## src/tsa_pkg.sv

```systemverilog
// Shared constants and types of the temperature sensor alarm core.
// Assumes a single 50 MHz clock domain; serial pins are synchronised in the core.
package tsa_pkg;

  // Configuration fields, low bits of the configuration byte
  typedef struct packed {
    logic [1:0] fault_sel;
    logic       active_level;
    logic       irq_mode;
    logic       low_power;
  } tsa_cfg_t;

  typedef enum logic [1:0] {TSA_PTR_TEMP, TSA_PTR_CFG, TSA_PTR_RET, TSA_PTR_OVER} tsa_ptr_t;

  localparam int             TSA_CFG_W     = 5;
  localparam logic [4:0]     TSA_CFG_RST   = 5'h00;
  localparam logic [15:0]    TSA_OVER_RST  = 16'h5000;
  localparam logic [15:0]    TSA_RET_RST   = 16'h4B00;
  localparam logic [15:0]    TSA_TEMP_RST  = 16'h0000;
  localparam logic [3:0]     TSA_ADDR_BASE = 4'h9;
  localparam int             TSA_RD_MSB    = 15;
  localparam int             TSA_RD_LSB    = 7;
  localparam logic [3:0]     TSA_BITS_BYTE = 4'h8;
  localparam logic [1:0]     TSA_BYTE_LAST = 2'h3;
  localparam int             TSA_BUS_KHZ   = 400;
  localparam int             TSA_CLK_KHZ   = 50000;
  localparam int             TSA_SCL_HALF  = TSA_CLK_KHZ / (2 * TSA_BUS_KHZ);

  // Consecutive qualifying readings needed for each fault queue setting
  function automatic logic [2:0] tsa_fault_need(input logic [1:0] sel);
    unique case (sel)
      2'h0: tsa_fault_need = 3'h1;
      2'h1: tsa_fault_need = 3'h2;
      2'h2: tsa_fault_need = 3'h4;
      2'h3: tsa_fault_need = 3'h6;
    endcase
  endfunction

endpackage

```

## src/tsa_core.sv

```systemverilog
// Temperature sensor alarm core: serial slave, register set, fault queue and alarm.
// Assumes the converter pulses conv_done on clk with a fresh 9-bit code.
// Behaviour
// RQ1: Serial port is a slave to a master clocking up to 400 kHz.
// RQ2: Three strap pins give the lowest three address bits.
// RQ3: Conversions start from reset without any bus command.
// RQ4: Each conversion result is stored as a 16-bit two's complement word.
// RQ5: Top bit of the stored reading is the sign.
// RQ6: Reading lives in bits 15 to 7; low seven bits read zero.
// RQ7: Readings are 9-bit codes of 0.5 degrees per step.
// RQ8: Reading the temperature never disturbs the running conversion.
// RQ9: Each new reading is compared with both limits and updates the alarm.
// RQ10: Over-limit and return limits are 16-bit read/write registers.
// RQ11: Alarm works in comparator or interrupt mode, chosen by configuration.
// RQ12: Interrupt mode flags the alarm when readings exceed the over-limit.
// RQ13: Comparator mode acts as a thermostat between the two limits.
// RQ14: Two configuration bits set the consecutive fault queue depth.
// RQ15: A polarity bit sets alarm active level, active-low after reset.
// RQ16: Limit registers keep any written value as general storage.
// RQ17: Master reads and writes every user register over the serial port; the code leaves temperature read-only.
// RQ18: Fault field 0,1,2,3 needs 1,2,4,6 readings; resets to 0.
// RQ19: Comparator alarm clears on the first reading below the return limit.
// RQ20: Interrupt alarm clears on any register read, re-arms on low readings.
// RQ21: Shutdown finishes the running conversion then stops; port stays alive.
// RQ22: Limit checks compare the top nine bits as signed numbers.
`timescale 1ns/10ps
`default_nettype none
module tsa_core (
  // Clock and reset
  input  wire logic                 clk,
  input  wire logic                 rst_n,
  // Serial port pins
  input  wire logic                 scl_i,
  input  wire logic                 sda_i,
  output logic                      sda_o,
  output logic                      sda_oe,
  // Address straps
  input  wire logic                 addr_pin_0,
  input  wire logic                 addr_pin_1,
  input  wire logic                 addr_pin_2,
  // Converter
  input  wire logic                 conv_done,
  input  wire logic [8:0]           conv_code,
  output logic                      conv_enable,
  // Alarm pin, open drain
  output logic                      thermal_alert_out_o,
  output logic                      thermal_alert_out_oe,
  // Configuration view
  output tsa_pkg::tsa_cfg_t         cfg_o
);
  import tsa_pkg::*;

  typedef enum logic [2:0] {S_IDLE, S_ADDR, S_ADDR_ACK, S_WR, S_WR_ACK, S_RD, S_RD_ACK} tsa_state_t;

  // Synchronisers
  logic [1:0] scl_m_q, sda_m_q;
  logic [2:0] strap_m_q, strap_q;
  logic       scl_q, sda_q, scl_p_q, sda_p_q;
  always_ff @(posedge clk or negedge rst_n) begin
    if (!rst_n) begin
      scl_m_q   <= 2'h3;
      sda_m_q   <= 2'h3;
      strap_m_q <= 3'h0;
      strap_q   <= 3'h0;
    end else begin
      scl_m_q   <= {scl_m_q[0], scl_i};
      sda_m_q   <= {sda_m_q[0], sda_i};
      strap_m_q <= {addr_pin_2, addr_pin_1, addr_pin_0};
      strap_q   <= strap_m_q;
    end
  end
  assign scl_q = scl_m_q[1];
  assign sda_q = sda_m_q[1];
  always_ff @(posedge clk or negedge rst_n) begin
    if (!rst_n) begin
      scl_p_q <= 1'b1;
      sda_p_q <= 1'b1;
    end else begin
      scl_p_q <= scl_q;
      sda_p_q <= sda_q;
    end
  end

  logic scl_rise, scl_fall, bus_start, bus_stop;
  assign scl_rise  = scl_q & ~scl_p_q;
  assign scl_fall  = ~scl_q & scl_p_q;
  assign bus_start = scl_q & scl_p_q & sda_p_q & ~sda_q;
  assign bus_stop  = scl_q & scl_p_q & ~sda_p_q & sda_q;

  // Register set
  tsa_cfg_t     cfg_q, cfg_d;
  logic [15:0]  temp_q, temp_d, over_q, over_d, ret_q, ret_d;
  logic [1:0]   ptr_q, ptr_d;

  function automatic logic [7:0] rd_byte(input logic [1:0] p, input logic lo,
                                         input logic [15:0] t, input tsa_cfg_t c,
                                         input logic [15:0] ov, input logic [15:0] rt);
    logic [15:0] w;
    w = 16'h0000;
    unique case (tsa_ptr_t'(p))
      TSA_PTR_TEMP: w = t;
      TSA_PTR_CFG:  w = {{(16 - TSA_CFG_W){1'b0}}, c};
      TSA_PTR_RET:  w = rt;
      TSA_PTR_OVER: w = ov;
    endcase
    if (tsa_ptr_t'(p) == TSA_PTR_CFG)
      rd_byte = w[7:0];
    else
      rd_byte = lo ? w[7:0] : w[15:8];
  endfunction

  // Serial slave
  tsa_state_t  st_q, st_d;
  logic [3:0]  cnt_q, cnt_d;
  logic [7:0]  sh_q, sh_d;
  logic [1:0]  bidx_q, bidx_d;
  logic [7:0]  hi_q, hi_d;
  logic        rw_q, rw_d, lo_q, lo_d, nack_q, nack_d, oe_q, oe_d, read_hit;

  always_comb begin
    st_d = st_q; cnt_d = cnt_q; sh_d = sh_q; bidx_d = bidx_q; hi_d = hi_q;
    rw_d = rw_q; lo_d = lo_q; nack_d = nack_q; oe_d = oe_q;
    ptr_d = ptr_q; cfg_d = cfg_q; over_d = over_q; ret_d = ret_q;
    read_hit = 1'b0;
    if (bus_stop) begin
      st_d = S_IDLE;
      oe_d = 1'b0;
    end else if (bus_start) begin
      st_d  = S_ADDR;
      cnt_d = 4'h0;
      oe_d  = 1'b0;
    end else begin
      unique case (st_q)
        S_IDLE: ;
        S_ADDR, S_WR: begin
          if (scl_rise) begin
            sh_d  = {sh_q[6:0], sda_q};
            cnt_d = cnt_q + 4'h1;
          end else if (scl_fall && cnt_q == TSA_BITS_BYTE) begin
            if (st_q == S_ADDR) begin
              if (sh_q[7:1] == {TSA_ADDR_BASE, strap_q}) begin                       // [RQ2]
                rw_d = sh_q[0];
                oe_d = 1'b1;
                st_d = S_ADDR_ACK;
              end else begin
                st_d = S_IDLE;
              end
            end else if (bidx_q == 2'h0 && sh_q[7:2] != 6'h00) begin
              st_d = S_IDLE;
            end else begin
              oe_d   = 1'b1;
              st_d   = S_WR_ACK;
              bidx_d = (bidx_q == TSA_BYTE_LAST) ? bidx_q : bidx_q + 2'h1;
              if (bidx_q == 2'h0)
                ptr_d = sh_q[1:0];
              else if (tsa_ptr_t'(ptr_q) == TSA_PTR_CFG && bidx_q == 2'h1)
                cfg_d = tsa_cfg_t'(sh_q[TSA_CFG_W-1:0]);                               // [RQ17]
              else if (bidx_q == 2'h1)
                hi_d = sh_q;
              else if (bidx_q == 2'h2 && tsa_ptr_t'(ptr_q) == TSA_PTR_OVER)
                over_d = {hi_q, sh_q};                                                 // [RQ10] [RQ16]
              else if (bidx_q == 2'h2 && tsa_ptr_t'(ptr_q) == TSA_PTR_RET)
                ret_d = {hi_q, sh_q};                                                  // [RQ10] [RQ16]
            end
          end
        end
        S_ADDR_ACK, S_WR_ACK: begin
          if (scl_fall) begin
            cnt_d = 4'h0;
            if (st_q == S_ADDR_ACK && rw_q) begin
              read_hit = 1'b1;                                                         // [RQ20]
              lo_d     = 1'b0;
              sh_d     = rd_byte(ptr_q, 1'b0, temp_q, cfg_q, over_q, ret_q);
              oe_d     = ~sh_d[7];
              st_d     = S_RD;
            end else begin
              if (st_q == S_ADDR_ACK)
                bidx_d = 2'h0;
              oe_d = 1'b0;
              st_d = S_WR;
            end
          end
        end
        S_RD: begin
          if (scl_rise)
            cnt_d = cnt_q + 4'h1;
          else if (scl_fall && cnt_q == TSA_BITS_BYTE) begin
            oe_d = 1'b0;
            st_d = S_RD_ACK;
          end else if (scl_fall) begin
            sh_d = {sh_q[6:0], 1'b0};
            oe_d = ~sh_d[7];
          end
        end
        S_RD_ACK: begin
          if (scl_rise)
            nack_d = sda_q;
          else if (scl_fall && nack_q)
            st_d = S_IDLE;
          else if (scl_fall) begin
            lo_d  = ~lo_q;
            sh_d  = rd_byte(ptr_q, ~lo_q, temp_q, cfg_q, over_q, ret_q);               // [RQ8]
            oe_d  = ~sh_d[7];
            cnt_d = 4'h0;
            st_d  = S_RD;
          end
        end
      endcase
    end
  end

  always_ff @(posedge clk or negedge rst_n) begin
    if (!rst_n) begin
      st_q <= S_IDLE; cnt_q <= 4'h0; sh_q <= 8'h00; bidx_q <= 2'h0; hi_q <= 8'h00;
      rw_q <= 1'b0; lo_q <= 1'b0; nack_q <= 1'b0; oe_q <= 1'b0;
      ptr_q <= 2'h0; cfg_q <= tsa_cfg_t'(TSA_CFG_RST);                                 // [RQ15] [RQ18]
      over_q <= TSA_OVER_RST; ret_q <= TSA_RET_RST;
    end else begin
      st_q <= st_d; cnt_q <= cnt_d; sh_q <= sh_d; bidx_q <= bidx_d; hi_q <= hi_d;
      rw_q <= rw_d; lo_q <= lo_d; nack_q <= nack_d; oe_q <= oe_d;
      ptr_q <= ptr_d; cfg_q <= cfg_d; over_q <= over_d; ret_q <= ret_d;
    end
  end

  // Open drain data: only ever pulls low
  assign sda_o  = 1'b0;                                                                // [RQ1]
  assign sda_oe = oe_q;
  assign cfg_o  = cfg_q;

  // Conversion and alarm
  logic        alert_q, alert_d, dir_q, dir_d, pin_oe_q, pin_oe_d;
  logic [2:0]  fcnt_q, fcnt_d;
  logic        over_hit, under_hit, qual;
  assign conv_enable = ~cfg_q.low_power;                                               // [RQ3] [RQ21]
  // Fresh code holds the same bits temp_d stores; avoids a loop through temp_d
  assign over_hit  = $signed(conv_code) > $signed(over_q[TSA_RD_MSB:TSA_RD_LSB]);  // [RQ22]
  assign under_hit = $signed(conv_code) < $signed(ret_q[TSA_RD_MSB:TSA_RD_LSB]);   // [RQ22]
  assign qual      = (cfg_q.irq_mode && dir_q) ? under_hit : over_hit;

  always_comb begin
    temp_d = temp_q; alert_d = alert_q; dir_d = dir_q; fcnt_d = fcnt_q;
    // Clears first so that a same-cycle trip wins
    if (cfg_q.irq_mode && (read_hit || cfg_q.low_power))
      alert_d = 1'b0;                                                                  // [RQ20]
    if (conv_done) begin
      temp_d = {conv_code, {TSA_RD_LSB{1'b0}}};                                        // [RQ4] [RQ5] [RQ6] [RQ7]
      if (!cfg_q.irq_mode && alert_q) begin
        fcnt_d = 3'h0;
        if (under_hit)
          alert_d = 1'b0;                                                              // [RQ13] [RQ19]
      end else if (!qual) begin
        fcnt_d = 3'h0;
      end else if (fcnt_q + 3'h1 >= tsa_fault_need(cfg_q.fault_sel)) begin             // [RQ14] [RQ18]
        fcnt_d  = 3'h0;
        alert_d = 1'b1;                                                                // [RQ9] [RQ12]
        dir_d   = cfg_q.irq_mode ? ~dir_q : 1'b0;
      end else begin
        fcnt_d = fcnt_q + 3'h1;
      end
    end
    pin_oe_d = alert_d ^ cfg_q.active_level;                                           // [RQ11] [RQ15]
  end

  always_ff @(posedge clk or negedge rst_n) begin
    if (!rst_n) begin
      temp_q <= TSA_TEMP_RST; alert_q <= 1'b0; dir_q <= 1'b0; fcnt_q <= 3'h0; pin_oe_q <= 1'b0;
    end else begin
      temp_q <= temp_d; alert_q <= alert_d; dir_q <= dir_d; fcnt_q <= fcnt_d; pin_oe_q <= pin_oe_d;
    end
  end
  assign thermal_alert_out_o  = 1'b0;
  assign thermal_alert_out_oe = pin_oe_q;

  // Checks
  temp_store_a: assert property (@(posedge clk) disable iff (!rst_n)  // [RQ4]
    conv_done |=> temp_q == {$past(conv_code), 7'h00})
    else $error("reading not stored");
  low_bits_a: assert property (@(posedge clk) disable iff (!rst_n)  // [RQ6]
    temp_q[6:0] == 7'h00)
    else $error("low reading bits set");
  pin_level_a: assert property (@(posedge clk) disable iff (!rst_n)  // [RQ15]
    ##1 !thermal_alert_out_oe == (alert_q == $past(cfg_q.active_level)))
    else $error("alarm pin level wrong");
  read_clear_a: assert property (@(posedge clk) disable iff (!rst_n)  // [RQ20]
    read_hit && cfg_q.irq_mode && !conv_done |=> !alert_q)
    else $error("read did not clear alarm");
  cmp_release_a: assert property (@(posedge clk) disable iff (!rst_n)  // [RQ19]
    conv_done && !cfg_q.irq_mode && alert_q && under_hit |=> !alert_q)
    else $error("thermostat did not release");
  single_fault_a: assert property (@(posedge clk) disable iff (!rst_n)  // [RQ18]
    conv_done && cfg_q.fault_sel == 2'h0 && over_hit && !alert_q && !dir_q |=> alert_q)
    else $error("one fault did not trip");
  no_early_trip_a: assert property (@(posedge clk) disable iff (!rst_n)  // [RQ14]
    $rose(alert_q) |-> $past(fcnt_q) + 3'h1 >= tsa_fault_need($past(cfg_q.fault_sel)))
    else $error("alarm before queue full");
  addr_match_a: assert property (@(posedge clk) disable iff (!rst_n)  // [RQ2]
    st_q == S_ADDR && st_d == S_ADDR_ACK |-> sh_q[3:1] == strap_q)
    else $error("acked wrong address");
  run_from_reset_a: assert property (@(posedge clk) disable iff (!rst_n)  // [RQ3]
    $past(!rst_n) |-> conv_enable && !cfg_q.low_power)
    else $error("converter not running after reset");
  limits_kept_a: assert property (@(posedge clk) disable iff (!rst_n)  // [RQ16]
    st_q != S_WR |=> $stable(over_q) && $stable(ret_q))
    else $error("limit changed without write");

endmodule
`default_nettype wire

```

## config.mk

```make
export PLATFORM = sky130hd
export DESIGN_NAME = tsa_core
export DESIGN_NICKNAME = d
export VERILOG_FILES = /design/src/tsa_pkg.sv /design/src/tsa_core.sv
export SDC_FILE = /design/constraint.sdc
export NUM_CORES = 1
export LEC_CHECK = 0
export BUFFER_PORTS_ARGS = -buffer_cell sky130_fd_sc_hd__buf_2
export CORE_MARGIN = 2
export CORE_UTILIZATION = 25
export DETAILED_ROUTE_END_ITERATION = 7
export HOLD_SLACK_MARGIN = 0.12
export PLACE_DENSITY = 0.51
export SYNTH_ARGS = -nofsm -noshare
export SYNTH_HDL_FRONTEND = slang
export SYNTH_SLANG_ARGS = --single-unit
```

## constraint.sdc

```tcl
create_clock -name clk -period 2.5 [get_ports clk]
set_input_delay 0.625 -clock clk [delete_from_list [all_inputs] [get_ports clk]]
set_output_delay 0.625 -clock clk [all_outputs]
set_load 0.01 [all_outputs]
```

## Yosys cells after proc, flatten, opt, wreduce, memory -nomap -nowiden

Index checks and enable logic that the tools add are counted.

- Add/sub/neg operators: 3
- $lt $le $gt $ge: 3
- Equal/unequal tests: 48
- Mux-type cells: 97
- Bitwise operators: 28
- Reduce and logical (&&, ||, !) cells: 38

Operators with widths:

| operator | count |
|---|---|
| two-way mux 8 bit | 23 |
| one-hot mux 16 bit (4 select lines) | 1 |
| two-way mux 3 bit | 19 |
| two-way mux 1 bit | 33 |
| AND reduction 11 bit | 3 |
| inequality test 2 bit (second input constant) | 16 |
| inequality test 4 bit (second input constant) | 8 |
| one-hot mux 8 bit (4 select lines) | 1 |
| one-hot mux 3 bit (4 select lines) | 2 |
| AND reduction 12 bit | 2 |
| AND reduction 8 bit | 3 |
| two-way mux 4 bit | 5 |
| inequality test 5 bit (second input constant) | 4 |
| inverter 1 bit | 20 |
| two-way mux 2 bit | 9 |
| == test 2 bit (second input constant) | 6 |
| one-hot mux 4 bit (3 select lines) | 1 |
| nonzero test 6 bit | 2 |
| logical AND 1 bit | 10 |
| AND reduction 10 bit | 1 |
| == test 3 bit (second input constant) | 3 |
| greater-than comparator 9 bit | 1 |
| less-than comparator 9 bit | 1 |
| AND reduction 9 bit | 1 |
| 26 further kinds | 42 |

- Register bits: 95
- Output and inout bits: 10
- Logic and storage cells: 244

## Logic depth before layout (Yosys ltp)

- Depth in word-level cells: 17
- Gate-level depth with buffers: 10
- Mapped depth without buffers: 8

## Worst setup path after synthesis

OpenSTA, ideal clock, no wires.

- Path kind: input-to-reg
- Start point: in conv_code[2]
- End point: reg pin_oe_q (netlist: thermal_alert_out_oe)
- Library setup time: 0.129 ns
- Arrival time: 2.233 ns
- Path slack: 0.138 ns
- Stages on the path: 7
- Buffers on the path: 0
- Cell sequence: ha_1 a211oi_1 o221ai_1 a21oi_1 a2bb2oi_1 a21oi_1 a2111o_1

- Longest elaborated chain between the ends: 6
- Elaborated cells between the ends (all ways): 8

Ends and longest elaborated chain:

| what | line | text |
|---|---|---|
| start: declaration | tsa_core.sv:43 | `input wire logic [8:0] conv_code,` |
| greater-than comparator 9 bit / less-than comparator 9 bit (equally long branches) | tsa_core.sv:236, tsa_core.sv:237 |  |
| two-way mux 1 bit | tsa_core.sv:238 | `assign qual = (cfg_q.irq_mode && dir_q) ? under_hit : over_hit;` |
| two-way mux 1 bit | tsa_core.sv:251 | `end else if (!qual) begin` |
| two-way mux 1 bit (*) | tsa_core.sv:247 | `if (!cfg_q.irq_mode && alert_q) begin` |
| two-way mux 1 bit (*) | tsa_core.sv:245 | `if (conv_done) begin` |
| bitwise XOR 1 bit (*) | tsa_core.sv:261 | `pin_oe_d = alert_d ^ cfg_q.active_level;` |
| via pin_oe_d | tsa_core.sv:231 | `logic alert_q, alert_d, dir_q, dir_d, pin_oe_q, pin_oe_d;` |
| end signal: assignment | tsa_core.sv:268 | `temp_q <= temp_d; alert_q <= alert_d; dir_q <= dir_d; fcnt_q <= fcnt_d; pin_oe_q <= pin_oe_d;` |
| end: declaration | tsa_core.sv:231 |  |

Mark *: on every way through the listed nets, which the timed path passes. The rest lies on a longest branch.
A chain may end at the register's enable or synchronous reset.

## Final worst setup path

- Start point: reg cnt_q[1]
- End point: reg over_q[1]

- Longest elaborated chain between the ends: 3

Ends and longest elaborated chain:

| what | line | text |
|---|---|---|
| start: declaration | tsa_core.sv:114 | `logic [3:0] cnt_q, cnt_d;` |
| start signal: assignment | tsa_core.sv:214 | `st_q <= S_IDLE; cnt_q <= 4'h0; sh_q <= 8'h00; bidx_q <= 2'h0; hi_q <= 8'h00;` |
| start signal: assignment | tsa_core.sv:219 | `st_q <= st_d; cnt_q <= cnt_d; sh_q <= sh_d; bidx_q <= bidx_d; hi_q <= hi_d;` |
| == test 4 bit | tsa_core.sv:139 | `end else if (scl_fall && cnt_q == TSA_BITS_BYTE) begin` |
| logical AND 1 bit | tsa_core.sv:139 |  |
| AND reduction 11 bit (no source line) | n/a |  |
| end signal: assignment | tsa_core.sv:221 | `ptr_q <= ptr_d; cfg_q <= cfg_d; over_q <= over_d; ret_q <= ret_d;` |
| end: declaration | tsa_core.sv:92 | `logic [15:0] temp_q, temp_d, over_q, over_d, ret_q, ret_d;` |

Every way passes these cells.

==> impl_metrics.yaml <==
status:
  status: "finished, final reports clean"
timing:
  finalHoldViolCount: 0
  fin_crit_sh_pct: 95.0
  relSlewSlack_pct: 64.0
  post-route-min-period_ps: 2380
  finClkSkew_ps: 9.25
  setup_tns_ps: 0
  holdWs_ps: 193
  setup_viol: 0
  drv_slew: 0
  max_freq_mhz: 421
  worst_pin_slew_ps: 535
clock_tree:
  cts_root_buffer: "clkbuf_16"
  clk_pin_slew_ps: 70
  cts.path.max_buffers: 2
  cts_tree: "built"
  cts_hold_buf: 0
  cts_inserted_buffers: 9
  clkLatencyLatePin_ps: 350
  cts.sinks: 95
  h-tree-depth: 3
layout:
  area_growth_pct: 19.0
  final_cell_mix: "dfrtp_1, mux2_2, nand2_1"
  nets: 613
  final_common_cell: "dfrtp_1"
  drive_gt1_share_pct: 27.3
  n_fill_cell: 2191
  diodes: 0
detailed_routing:
  drt-total-wl_um: 14200
  drtIter0Drc: 312
  drc: 0
  wl_per_cell_um: 16.8
  viasPerCell: 4.84
  postRouteAntennaNets: 0
  drtPass1Iterations: 5
  vias: 4097
yosys:
  ys.flop_type: "dfrtp_1"
  synth-edff-count: 0
  ys_warn_count: 0
  ys_ff_latch: 95
  synth_cell_types: 71
  synth-async-reset-ratio_pct: 100
  postSynthCellCount: 515
  avgSynthCellArea_um2: 10.4
  netlist_area_um2: 5330
  seq_area_frac_synth_pct: 44.9
die:
  io_pins: 27
  fp.dieH_um: 150
  rows: 53
  die_area_um2: 22500
  fp.coreArea_um2: 21000
  die-width_um: 150
  initial_core_util_pct: 25.5
global_routing:
  track_usage_pct: 13.3
  grtUsageMet3_pct: 1.80
  antenna_found_initial: 0
  grt_max_degree: 37
  grt_pass1_wl_um: 22900
  busiest_layer: "met2"
  met1_usage_pct: 16.6
  gr-total-overflow: 0
  grt_pass1_vias: 4224
  use_met2_pct: 22.8
critical_path:
  end_kind: "flop"
  worstPathRequired_ps: 2730
  cp_max_fo: 12
  cp.arrival_ps: 2610
  start_kind: "flop"
  worstSetupPathType: "flop to flop"
  reg2reg_slack_ps: 120
run:
  maxCapViolCount: 0
place:
  portBuffers: 24
  gp_congestion: 0.891
  dp.final_hpwl_um: 10600
worst_hold_path:
  worst_hold_path_type: "input port to async pin"
pwr:
  power_density_nw_per_um2: 791
  leakagePower_nw: 2.74
  ir_drop_v: 0.000341
## cells in the mapped netlist (8+ instances only)
cell type / instances / area, um2
ha_1: 29 / 363
dfstp_2: 12 / 315
nand2b_1: 8 / 50.1
nor2b_1: 8 / 50.1
nor2_1: 25 / 93.8
a21oi_1: 29 / 145
mux2i_1: 15 / 150
mux2_2: 48 / 541
inv_1: 33 / 124
o21ai_0: 43 / 215
nand2_1: 46 / 173
clkbuf_1: 12 / 45.0
dfrtp_1: 83 / 2080
## path summary, 6_finish.rpt
kind | start | depth (start not counted) | end
setup / recovery | cnt_q[1] | 8 | over_q[1]
hold / removal | rst_n | 1 | cnt_q[3]
setup reg to reg | cnt_q[1] | 8 | over_q[1]
hold reg to reg | strap_m_q[1] | 0 | strap_q[1]
max in group asynchronous | rst_n | 2 | ret_q[14]
min in group clk | strap_m_q[1] | 0 | strap_q[1]
## area by class of cell
cell class / count / area (um2) / area share, %
Multi-Input combinational cell: 364 / 2710 / 42.7
Inverter: 33 / 124 / 1.95
Timing Repair Buffer: 64 / 478 / 7.53
Clock buffer: 11 / 243 / 3.82
Tap cell: 275 / 344 / 5.42
Sequential cell: 95 / 2390 / 37.7
Clock inverter: 5 / 57.6 / 0.907
## through the flow
| stage | power (W) | std cells | setup slack [ps] | area, um2 | utilization (%) |
|---|---|---|---|---|---|
| after floorplan | 0.00295 | 516 | 138 | 5340 | - |
| after global placement | 0.00354 | 827 | -49.0 | 5970 | 28.5 |
| after detailed placement | 0.00359 | 827 | -77.1 | 5970 | 28.5 |
| after CTS | 0.00502 | 843 | 33.9 | 6280 | 29.9 |
| after global routing | 0.00532 | 847 | -15.3 | 6350 | 30.3 |
| final | 0.00502 | 847 | 124 | 6350 | 30.3 |
## metal layers
layer	wire length, um	up-vias
met4	350	0
met1	6190	2030
met2	7170	90
li1	-	1955
met5	0	-
met3	503	22
## critical path, cell delays in order (launching register included)
cell and delay (ps):
dfrtp_1 410, inv_2 70, ha_1 140, nand3b_1 140, or3_4 440, nor4_4 250, and4b_2 310, buf_12 160
mux2_2 340
## registers in the layout, summed over array words and instances (netlist names), 2 cells and up
signal	cells
bidx_q	2
cfg_o	5
cnt_q	4
fcnt_q	3
hi_q	8
over_q	16
ptr_q	2
ret_q	16
scl_m_q	2
sda_m_q	2
sh_q	8
st_q	3
strap_m_q	3
strap_q	3
temp_q	9
## kinds of logic (layout without fill, tap and decap cells)
logic type,after synthesis,after routing,synth area share [%]
other cells,1,2,0.0703
simple gates,132,132,12.7
buf+inv,57,113,5.04
flops,95,95,44.9
mux,69,69,14.5
xor+xnor,7,7,1.15
compound gates,125,125,14.9
fa+ha+maj,29,29,6.80
## power by group
part	internal, W	total (W)	switching, W
combinational	0.000742	0.00172	0.000981
clock	0.000802	0.00141	0.000613
sequential	0.00170	0.00188	0.000182
total	0.00325	0.00502	0.00178
## timing repair
action                                  4_1_cts  5_1_grt
pin swaps                                     0        1
endpoints found under the setup margin        4       19
setup buffers                                 0        3
cloned                                        0        1
resized for setup                             1        6
Power figures use the tool's default switching activity.
